[config.mk]
export PLATFORM = sky130hd
export DESIGN_NAME = rcs_control_status
export DESIGN_NICKNAME = d
export VERILOG_FILES = /design/src/logic/rcs_pkg.sv /design/src/logic/rcs_sync.sv /design/src/logic/rcs_int_timer.sv /design/src/logic/rcs_control_status.sv
export SDC_FILE = /design/constraint.sdc
export NUM_CORES = 1
export LEC_CHECK = 0
export BUFFER_PORTS_ARGS = -buffer_cell sky130_fd_sc_hd__buf_2
export CAP_MARGIN = 20
export CORE_ASPECT_RATIO = 0.8
export CORE_UTILIZATION = 60
export DETAILED_ROUTE_END_ITERATION = 16
export PLACE_DENSITY_LB_ADDON = 0.1
export SYNTH_ARGS = -nofsm -noshare
export SYNTH_HDL_FRONTEND = slang
export SYNTH_HIERARCHICAL = 1
export SYNTH_SLANG_ARGS = --single-unit
[constraint.sdc]
create_clock -name sys_clk -period 3.18 [get_ports sys_clk]
set_input_delay 0.159 -clock sys_clk [delete_from_list [all_inputs] [get_ports sys_clk]]
set_output_delay 0.159 -clock sys_clk [all_outputs]
set_load 0.05 [all_outputs]
[src/logic/rcs_pkg.sv]
// Package of constants and carrier types for the clock control and status unit
package rcs_pkg;

    // ------------------------------------------------------------
    // Addresses and field positions
    // ------------------------------------------------------------
    localparam logic [3:0] ADDR_CONTROL     = 4'h0;
    localparam logic [3:0] ADDR_SETTING     = 4'hF;
    localparam int         CTL_TEST_BIT     = 3;
    localparam int         CTL_CLK_STOP_BIT = 2;
    localparam int         CTL_INT_SEL_BIT  = 1;
    localparam int         CTL_INT_STOP_BIT = 0;
    localparam int         STS_CHANGED_BIT  = 3;
    localparam int         STS_INT_BIT      = 0;
    localparam int         SET_HOURS24_BIT  = 0;
    localparam int         SET_PM_BIT       = 1;
    localparam int         SET_LEAP_LSB     = 2;
    localparam int         INT_REPEAT_BIT   = 3;

    // ------------------------------------------------------------
    // Reset values
    // ------------------------------------------------------------
    localparam logic [3:0] CTL_RESET        = 4'h5;
    localparam logic [3:0] SETTING_RESET    = 4'h0;
    localparam logic [3:0] INTREG_RESET     = 4'h0;

    // ------------------------------------------------------------
    // Timing
    // ------------------------------------------------------------
    localparam int         OSC_HZ           = 32768;
    localparam int         TENTH_MS         = 100;
    localparam int         OSC_PER_TENTH    = OSC_HZ * TENTH_MS / 1000;

    // ------------------------------------------------------------
    // Carriers
    // ------------------------------------------------------------
    typedef struct packed {
        logic       osc;
        logic       cs_n;
        logic       rd_n;
        logic       wr_n;
        logic [3:0] addr;
        logic [3:0] data;
    } rcs_pins_type;

    // Delay select code to timeout length in tenths of a second
    function automatic logic [9:0] delay_tenths(input logic [2:0] sel);
        case (sel)
            3'h1:    delay_tenths = 10'h001;
            3'h2:    delay_tenths = 10'h005;
            3'h3:    delay_tenths = 10'h00A;
            3'h4:    delay_tenths = 10'h032;
            3'h5:    delay_tenths = 10'h064;
            3'h6:    delay_tenths = 10'h12C;
            3'h7:    delay_tenths = 10'h258;
            default: delay_tenths = 10'h000;
        endcase
    endfunction : delay_tenths

endpackage : rcs_pkg

[src/logic/rcs_sync.sv]
// Two-stage synchroniser for asynchronous pin inputs
`timescale 1ns/1ps
module rcs_sync #(
    parameter int W = 1
) (
    input  wire logic         sys_clk,
    input  wire logic         reset,
    input  wire logic [W-1:0] async_in,
    output logic      [W-1:0] sync_out
);

    typedef struct packed {
        logic [W-1:0] meta;
        logic [W-1:0] stable;
    } rcs_sync_state_type;

    rcs_sync_state_type state_q;
    rcs_sync_state_type state_d;

    always_comb begin
        state_d        = state_q;
        state_d.meta   = async_in;
        state_d.stable = state_q.meta;
    end

    // Pins idle high, so reset to all ones avoids a false strobe edge
    always_ff @(posedge sys_clk) begin
        if (reset) begin
            state_q <= '1;
        end else begin
            state_q <= state_d;
        end
    end

    assign sync_out = state_q.stable;

endmodule : rcs_sync

[src/logic/rcs_int_timer.sv]
// Interrupt delay timer counting oscillator ticks into tenths
`timescale 1ns/1ps
module rcs_int_timer #(
    parameter int PRE_COUNT = rcs_pkg::OSC_PER_TENTH
) (
    input  wire logic       sys_clk,
    input  wire logic       reset,
    input  wire logic       osc_tick,
    input  wire logic       run,
    input  wire logic       fast,
    input  wire logic [2:0] delay_sel,
    output logic            timeout
);

    typedef struct packed {
        logic [11:0] pre;
        logic [9:0]  cnt;
        logic        timeout;
    } rcs_timer_state_type;

    rcs_timer_state_type state_q;
    rcs_timer_state_type state_d;
    logic [9:0]          limit;

    always_comb begin
        limit           = rcs_pkg::delay_tenths(delay_sel);
        state_d         = state_q;
        state_d.timeout = 1'b0;
        if (!run) begin
            state_d.pre = '0;
            state_d.cnt = '0;
        end else if (osc_tick) begin
            if (fast || state_q.pre == 12'(PRE_COUNT - 1)) begin
                state_d.pre = '0;
                if (limit != 10'h000 && state_q.cnt + 10'h001 >= limit) begin
                    state_d.cnt     = '0;
                    state_d.timeout = 1'b1;
                end else begin
                    state_d.cnt = state_q.cnt + 10'h001;
                end
            end else begin
                state_d.pre = state_q.pre + 12'h001;
            end
        end
    end

    always_ff @(posedge sys_clk) begin
        if (reset) begin
            state_q <= '0;
        end else begin
            state_q <= state_d;
        end
    end

    assign timeout = state_q.timeout;

endmodule : rcs_int_timer

[src/logic/rcs_control_status.sv]
// Control, status and register select logic of the calendar clock
`timescale 1ns/1ps
module rcs_control_status #(
    parameter int PRE_COUNT = rcs_pkg::OSC_PER_TENTH
) (
    input  wire logic       sys_clk,
    input  wire logic       reset,
    input  wire logic       osc_in,
    input  wire logic       cs_n,
    input  wire logic       rd_n,
    input  wire logic       wr_n,
    input  wire logic [3:0] addr,
    input  wire logic [3:0] data_in,
    output logic      [3:0] data_out,
    output logic            data_oe,
    output logic            irq_out,
    output logic            irq_oe,
    output logic            clock_set_pulse,
    output logic            clear_tenths,
    output logic            hours_24,
    output logic            pm_flag,
    output logic      [1:0] leap_count,
    input  wire logic       pm_toggle,
    input  wire logic       year_rollover
);

    // ------------------------------------------------------------
    // State
    // ------------------------------------------------------------
    typedef struct packed {
        logic        osc_prev;
        logic [11:0] prescale;
        logic        set_pulse;
        logic [3:0]  ctl;
        logic [3:0]  setting;
        logic [3:0]  intreg;
        logic        changed;
        logic        int_flag;
        logic        int_pending;
        logic        ctl_rd_prev;
        logic        wr_prev;
        logic [3:0]  wr_addr;
        logic [3:0]  wr_data;
        logic [3:0]  snap;
        logic [3:0]  dout;
        logic        doe;
        logic        irq_o;
        logic        irq_e;
    } rcs_main_state_type;

    rcs_main_state_type   state_q;
    rcs_main_state_type   state_d;
    rcs_pkg::rcs_pins_type pins_async;
    rcs_pkg::rcs_pins_type pins;
    logic                 osc_tick;
    logic                 rd_act;
    logic                 wr_act;
    logic                 ctl_rd;
    logic                 ctl_rd_end;
    logic                 wr_end;
    logic                 timeout;
    logic                 int_run;
    logic [3:0]           fresh;
    logic [3:0]           wv;

    // ------------------------------------------------------------
    // Pin synchronisation
    // ------------------------------------------------------------
    assign pins_async = '{osc: osc_in, cs_n: cs_n, rd_n: rd_n, wr_n: wr_n,
                          addr: addr, data: data_in};

    // Strobes and the oscillator are all asynchronous to sys_clk
    rcs_sync #(
        .W ($bits(rcs_pkg::rcs_pins_type))
    ) u_sync (
        .sys_clk  (sys_clk),
        .reset    (reset),
        .async_in (pins_async),
        .sync_out (pins)
    );

    assign osc_tick   = pins.osc && !state_q.osc_prev;
    assign rd_act     = !pins.cs_n && !pins.rd_n;
    assign wr_act     = !pins.cs_n && !pins.wr_n;
    assign ctl_rd     = rd_act && pins.addr == rcs_pkg::ADDR_CONTROL;
    assign ctl_rd_end = state_q.ctl_rd_prev && !ctl_rd;
    assign wr_end     = state_q.wr_prev && !wr_act;
    assign int_run    = !state_q.ctl[rcs_pkg::CTL_INT_STOP_BIT];

    // ------------------------------------------------------------
    // Interrupt timer
    // ------------------------------------------------------------
    rcs_int_timer #(
        .PRE_COUNT (PRE_COUNT)
    ) u_timer (
        .sys_clk   (sys_clk),
        .reset     (reset),
        .osc_tick  (osc_tick),
        .run       (int_run),
        .fast      (state_q.ctl[rcs_pkg::CTL_TEST_BIT]),
        .delay_sel (state_q.intreg[2:0]),
        .timeout   (timeout)
    );

    // ------------------------------------------------------------
    // Next state
    // ------------------------------------------------------------
    always_comb begin
        state_d             = state_q;
        state_d.osc_prev    = pins.osc;
        state_d.set_pulse   = 1'b0;
        state_d.ctl_rd_prev = ctl_rd;
        state_d.wr_prev     = wr_act;
        wv                  = state_q.wr_data;
        fresh               = {state_q.changed, 2'b00, state_q.int_flag};

        // Tenths prescaler, runs whatever register sits at 15
        if (state_q.ctl[rcs_pkg::CTL_CLK_STOP_BIT]) begin
            state_d.prescale = '0;
        end else if (osc_tick) begin
            if (state_q.ctl[rcs_pkg::CTL_TEST_BIT]) begin
                state_d.set_pulse = 1'b1;
            end else if (state_q.prescale == 12'(PRE_COUNT - 1)) begin
                state_d.prescale  = '0;
                state_d.set_pulse = 1'b1;
            end else begin
                state_d.prescale = state_q.prescale + 12'h001;
            end
        end

        // Capture address and data while the write strobe is low
        if (wr_act) begin
            state_d.wr_addr = pins.addr;
            state_d.wr_data = pins.data;
        end

        // Commit on the trailing edge of the write strobe
        if (wr_end) begin
            if (state_q.wr_addr == rcs_pkg::ADDR_CONTROL) begin
                state_d.ctl = wv;
            end else if (state_q.wr_addr == rcs_pkg::ADDR_SETTING) begin
                if (state_q.ctl[rcs_pkg::CTL_INT_SEL_BIT]) begin
                    state_d.intreg = wv;
                end else begin
                    state_d.setting = wv;
                end
            end
        end

        // Counter side effects on the setting register
        if (pm_toggle && !state_d.setting[rcs_pkg::SET_HOURS24_BIT]) begin
            state_d.setting[rcs_pkg::SET_PM_BIT] = !state_d.setting[rcs_pkg::SET_PM_BIT];
        end
        if (year_rollover) begin
            state_d.setting[3:2] = state_d.setting[3:2] + 2'b01;
        end
        if (state_d.setting[rcs_pkg::SET_HOURS24_BIT]) begin
            state_d.setting[rcs_pkg::SET_PM_BIT] = 1'b0;
        end

        // Single mode halts itself; zero word holds the timer stopped
        if (timeout && !state_q.intreg[rcs_pkg::INT_REPEAT_BIT]) begin
            state_d.ctl[rcs_pkg::CTL_INT_STOP_BIT] = 1'b1;
        end
        if (state_d.intreg == 4'h0) begin
            state_d.ctl[rcs_pkg::CTL_INT_STOP_BIT] = 1'b1;
        end

        // Status flags around a control read
        if (ctl_rd && !state_q.ctl_rd_prev) begin
            state_d.snap = fresh;
        end
        if (ctl_rd) begin
            if (timeout) begin
                state_d.int_pending = 1'b1;
            end
        end else if (ctl_rd_end) begin
            // Events in the closing cycle win over the clear
            state_d.changed     = state_q.set_pulse;
            state_d.int_flag    = state_q.int_pending || timeout;
            state_d.int_pending = 1'b0;
        end else begin
            if (state_q.set_pulse) begin
                state_d.changed = 1'b1;
            end
            if (timeout) begin
                state_d.int_flag = 1'b1;
            end
        end
        // Setting pulses inside the read are dropped on purpose; timeouts are held in int_pending
        if (ctl_rd && state_q.ctl_rd_prev) begin
            state_d.changed = state_q.changed;
        end

        // Read data path
        state_d.doe  = rd_act && (pins.addr == rcs_pkg::ADDR_CONTROL ||
                                  pins.addr == rcs_pkg::ADDR_SETTING);
        state_d.dout = 4'h0;
        if (rd_act && pins.addr == rcs_pkg::ADDR_CONTROL) begin
            state_d.dout = state_q.ctl_rd_prev ? state_q.snap : fresh;
        end else if (rd_act && pins.addr == rcs_pkg::ADDR_SETTING) begin
            state_d.dout = state_q.ctl[rcs_pkg::CTL_INT_SEL_BIT] ?
                           state_q.intreg : state_q.setting;
        end

        // Interrupt pin: oscillator in bare test mode, else open drain
        if (state_q.ctl[rcs_pkg::CTL_TEST_BIT] && state_q.intreg == 4'h0) begin
            state_d.irq_o = pins.osc;
            state_d.irq_e = 1'b1;
        end else begin
            state_d.irq_o = 1'b0;
            state_d.irq_e = state_d.int_flag;
        end
    end

    // ------------------------------------------------------------
    // Registers
    // ------------------------------------------------------------
    always_ff @(posedge sys_clk) begin
        if (reset) begin
            state_q          <= '0;
            state_q.osc_prev <= 1'b1;
            state_q.ctl      <= rcs_pkg::CTL_RESET;
            state_q.setting  <= rcs_pkg::SETTING_RESET;
            state_q.intreg   <= rcs_pkg::INTREG_RESET;
        end else begin
            state_q <= state_d;
        end
    end

    // ------------------------------------------------------------
    // Outputs
    // ------------------------------------------------------------
    assign data_out        = state_q.dout;
    assign data_oe         = state_q.doe;
    assign irq_out         = state_q.irq_o;
    assign irq_oe          = state_q.irq_e;
    assign clock_set_pulse = state_q.set_pulse;
    assign clear_tenths    = state_q.ctl[rcs_pkg::CTL_CLK_STOP_BIT];
    assign hours_24        = state_q.setting[rcs_pkg::SET_HOURS24_BIT];
    assign pm_flag         = state_q.setting[rcs_pkg::SET_PM_BIT];
    assign leap_count      = state_q.setting[3:2];

endmodule : rcs_control_status

# Word level (Yosys, flattened, before mapping)
# Index checks and enable logic that the tools add are counted.
# Widths: inputs -> output; s select.
# totals
register_bits,95
word_cells,120
out_inout_bits,13
input_bits,16
# classes
reduce_logical,46
eq_ne,12
bitwise_logic,6
n_addsub,4
muxes,26
magnitude_cmp,1
# ops
operator,count
$pmux 10 s7,1
$add 12x1->12 const B,2
$eq 12x12->1 const B,2
$mux 12,2
$mux 4,6
$mux 8,3
$logic_not 4->1,4
$logic_and 1x1->1,14
$eq 3x3->1 const B,4
$mux 1,11
$add 10x1->10 const B,1
$ge 10x10->1,1
$logic_not 1->1,10
$mux 10,1
$reduce_bool 10->1,1
$eq 4x4->1 const B,2
$reduce_and 2->1,4
$reduce_or 2->1,4
$eq 3x2->1 const B,2
$not 1->1,6
$reduce_or 3->1,2
$mux 2,2
$reduce_bool 2->1,2
$reduce_or 4->1,1
5 further kinds,7

# Logic depth before layout (Yosys ltp)
# depth
ltp_word,8
depth_mapped,12
ltp_nobuf,10

# Cells and area by module
# Netlist, hierarchy kept.
# modules_own_cells
mod,area_per_inst_um2,seq_area_each_um2,cells_each,n_inst
rcs_control_status,2103.3,960.9,236,1
rcs_int_timer,1366.3,460.4,160,1
rcs_sync,653.1,480.5,50,1

# Least setup slack after synthesis
# OpenSTA, ideal clock, no wires.
# synth_timing
kind,reg-to-reg
from,register u_timer/state_q[3] in the netlist's numbering
to,register u_timer/state_q[10] in the netlist's numbering
required_ns,3.121
path_stages_with_launch,12
arrival_time_ns,2.289
path_buffers,1
synth_period_minus_slack_ns,2.348
slack_ns,0.832
setup_time_ns,0.059
cell_sequence,dfxtp_1 > and4_4 > nor3b_4 > nand3_1 > xnor2_1 > ha_1 > a21oi_1 > nor2_1 > nor2_1 > and2_4 > buf_6 > a22o_1
# synth_between
elab_chain_cells,4
# synth_rtl
element,line,rtl
from (decl),rcs_int_timer.sv:21,rcs_timer_state_type state_q;
from (signal assigned),rcs_int_timer.sv:51,state_q <= state_d;
$add 10x1->10 *,"rcs_int_timer.sv:35, rcs_int_timer.sv:39",
$ge 10x10->1,rcs_int_timer.sv:35,if (limit != 10'h000 && state_q.cnt + 10'h001 >= limit) begin
$logic_and 1x1->1,rcs_int_timer.sv:35,
$mux 10 *,rcs_int_timer.sv:35,
# Mark *: on every way between the ends. The rest lies on a longest branch, timed or not.
# A chain may end at the register's enable or synchronous reset.

# Final worst setup path
# layout_timing
from,register u_timer/state_q[3] in the netlist's numbering
to,register u_timer/state_q[2] in the netlist's numbering
# layout_between
elab_chain_cells,4
# layout_rtl
element,line
$add 10x1->10,rcs_int_timer.sv:35
$ge 10x10->1,rcs_int_timer.sv:35
$logic_and 1x1->1,rcs_int_timer.sv:35
$mux 10,rcs_int_timer.sv:35
# Every way passes these cells.

==> impl_metrics.ini <==
[route]
ant_nets = 0
drtIter0Drc = 172
dr.pass1.iters = 5
drc = 0
routed_wl_um = 7280
vias_per_cell = 5.32
post_drt_wl_per_cell_um = 13.0
vias = 2992

[timing]
worst_slack_ps = 553
relSlewSlack_pct = 54.0
setup_viol = 0
hold_viol_final = 0
post-route-period-util_pct = 82.6
worstMarginPinSlew_ps = 688
fmax_mhz = 381
setup_tns_ps = 0
finalMaxSlewViolations = 0
clock_skew_ps = 7.61
whs_ps = 155
rsz0062_at_grt = false
final.min_clock_period_ps = 2630

[layout]
stdcell_count = 562
fin_nets = 501
layout_commonest_cell = dfxtp_1
drive_gt1_share_pct = 12.3
syn_to_final_growth_pct = 9.23
multi_input_area_um2 = 2010
fillCellCount = 542
mostFrequentLayoutCells = dfxtp_1 (95), nor2_1 (60), nand2_1 (47)
seq_area_um2 = 1900
diodes = 0

[die]
die_w_um = 94.7
ios = 29
fp.dieH_um = 76.1
rows = 26
start_util_pct = 63.4
core-area_um2 = 6510
die_area_um2 = 7210

[critical_path]
critPathLaunchType = register
critPathMaxFanout = 7
critPathCaptureType = register
cp_data_arrival_time_ps = 2930
crit_type = register to register
cp.required_ps = 3490

[yosys]
ys.flop_type = dfxtp_1
synth.top_cell.area_share_pct = 46.1
synth_edf_count = 0
yosys.area.top_type = dfxtp_1
async_flop_share_pct = 0
synthesis.area_um2 = 4120
synth_area_leaders = dfxtp_1 (46%), nor2_1 (5.5%), mux2i_1 (4.4%)
syn_area_per_cell_um2 = 9.24
yosys_warnings = 6
synthDistinctLibCells = 54
synth_fp_nets = 474
synth_seq_cells = 95
synthCells = 446
ys_seq_area_share_pct = 46.1

[clocking]
cts_setup_buffers = 0
cts_tree = done
numCtsBuffers = 9
clockBufferDepth = 2
clkSlewWorstSetupHoldPaths_ps = 100
cts_resized = 0
clock_latency_ps = 350
hold_buffers = 12
clock_sinks = 95
h-tree-depth = 3
ctsRootBufferMaster = clkbuf_8

[global_route]
grt_pass1_vias = 2739
grt_overflow = 0
antenna_found_initial = 0
grt_usage_pct = 21.8
grt_max_degree = 61
grt_pass1_wl_um = 12400

[placed_design]
numPortBuffers = 28
pre_cts_ws_ps = 625
dp_hpwl_um = 5090
place_inst = 534
routabilityCongestion = 0.820

[pwr]
leakage_uw = 0.00169
power_uw = 2040
power.density_nw_per_um2 = 452
ir_drop_mv = 0.308

[run_status]
status = finished, final reports clean

[flow_run]
max_cap_viol_count = 0

[hold_path]
holdCritPathClass = input port to register
per-stage QoR:
| stage | instance area, um2 | util, % |
|---|---|---|
| after global placement | 4200 | 64.5 |
| after detailed placement | 4200 | 64.5 |
| after CTS | 4500 | 69.2 |
| after global routing | 4500 | 69.2 |
| after floorplan | 4120 | - |
| final | 4500 | 69.2 |
final timing paths:
path | start | to | slack [ps] | cells after the start
max | u_timer/state_q[3] | u_timer/state_q[2] | 550 | 10
min | pm_toggle | pm_flag | 160 | 4
max reg2reg | u_timer/state_q[3] | u_timer/state_q[2] | 550 | 10
min reg2reg | u_sync/state_d[2] | u_sync/sync_out[2] | 410 | 1
critical path, cell delays in order (launching register included):
cell	delay [ps]
dfxtp_1	450
and4_4	290
nor3b_4	250
nand3_1	120
xnor2_1	210
ha_1	280
a21oi_1	140
nor2_1	60
nor2_1	350
and2_4	270
a22o_1	150
cell usage after synthesis (2+ instances only):
| cell type | instances |
|---|---|
| a22oi_1 | 2 |
| xor2_1 | 13 |
| or2_1 | 25 |
| nor2_1 | 60 |
| nand3b_1 | 3 |
| nand2_1 | 47 |
| a31oi_1 | 2 |
| and4_1 | 3 |
| nor2b_1 | 3 |
| nand4b_1 | 2 |
| nand3_1 | 12 |
| xnor2_1 | 18 |
| nor3_1 | 7 |
| nor4bb_1 | 2 |
| a22o_1 | 6 |
| inv_1 | 9 |
| dfxtp_1 | 95 |
| or4_1 | 3 |
| buf_2 | 2 |
| o31ai_1 | 4 |
| buf_4 | 6 |
| clkbuf_8 | 3 |
| nor4_1 | 2 |
| a21oi_1 | 20 |
| o22a_1 | 2 |
| or2_2 | 5 |
| ha_1 | 12 |
| o21ai_0 | 7 |
| nand4_1 | 12 |
| mux2i_1 | 18 |
| and3_1 | 5 |
| nor3b_1 | 2 |
| clkbuf_1 | 9 |
| or3_1 | 2 |
| buf_6 | 4 |
state kept, by name, summed over array words and instances, names as in the netlist, 2 cells and up:
register,cells
wv,4
u_sync/state_d,12
u_sync/sync_out,12
data_out,4
leap_count,2
fresh,2
u_timer/state_q,22
state_q,29
report_power, final:
group          switching (uW)  internal (uW)  total (uW)
sequential               9.53           1210        1220
clock                     442            304         745
combinational            38.9           35.4        74.3
total                     490           1550        2040
cell families after synthesis:
kind of cell | share of synthesized area, %
flip-flops | 46.1
AO/OA/AOI/OAI | 8.19
adder cells (fa/ha/maj) | 3.64
buffers and inverters | 5.16
multiplexers | 4.64
XOR/XNOR | 6.59
AND/OR/NAND/NOR | 25.6
cell type report:
type,count,area share (%)
clock inverter,7,1.39
tap,84,2.33
timing repair buffer,41,5.95
multi-input combinational,317,44.6
inverter,9,0.750
sequential,95,42.2
clock buffer,9,2.75
routing by layer:
layer | track usage, % | vias up | routed length [um]
met5 | 0 | - | 0
met4 | 5.91 | 0 | 0
met3 | 5.49 | 0 | 292
met2 | 32.7 | 61 | 3170
met1 | 31.1 | 1361 | 3820
li1 | - | 1570 | -
(Power assumes the default switching activity.)
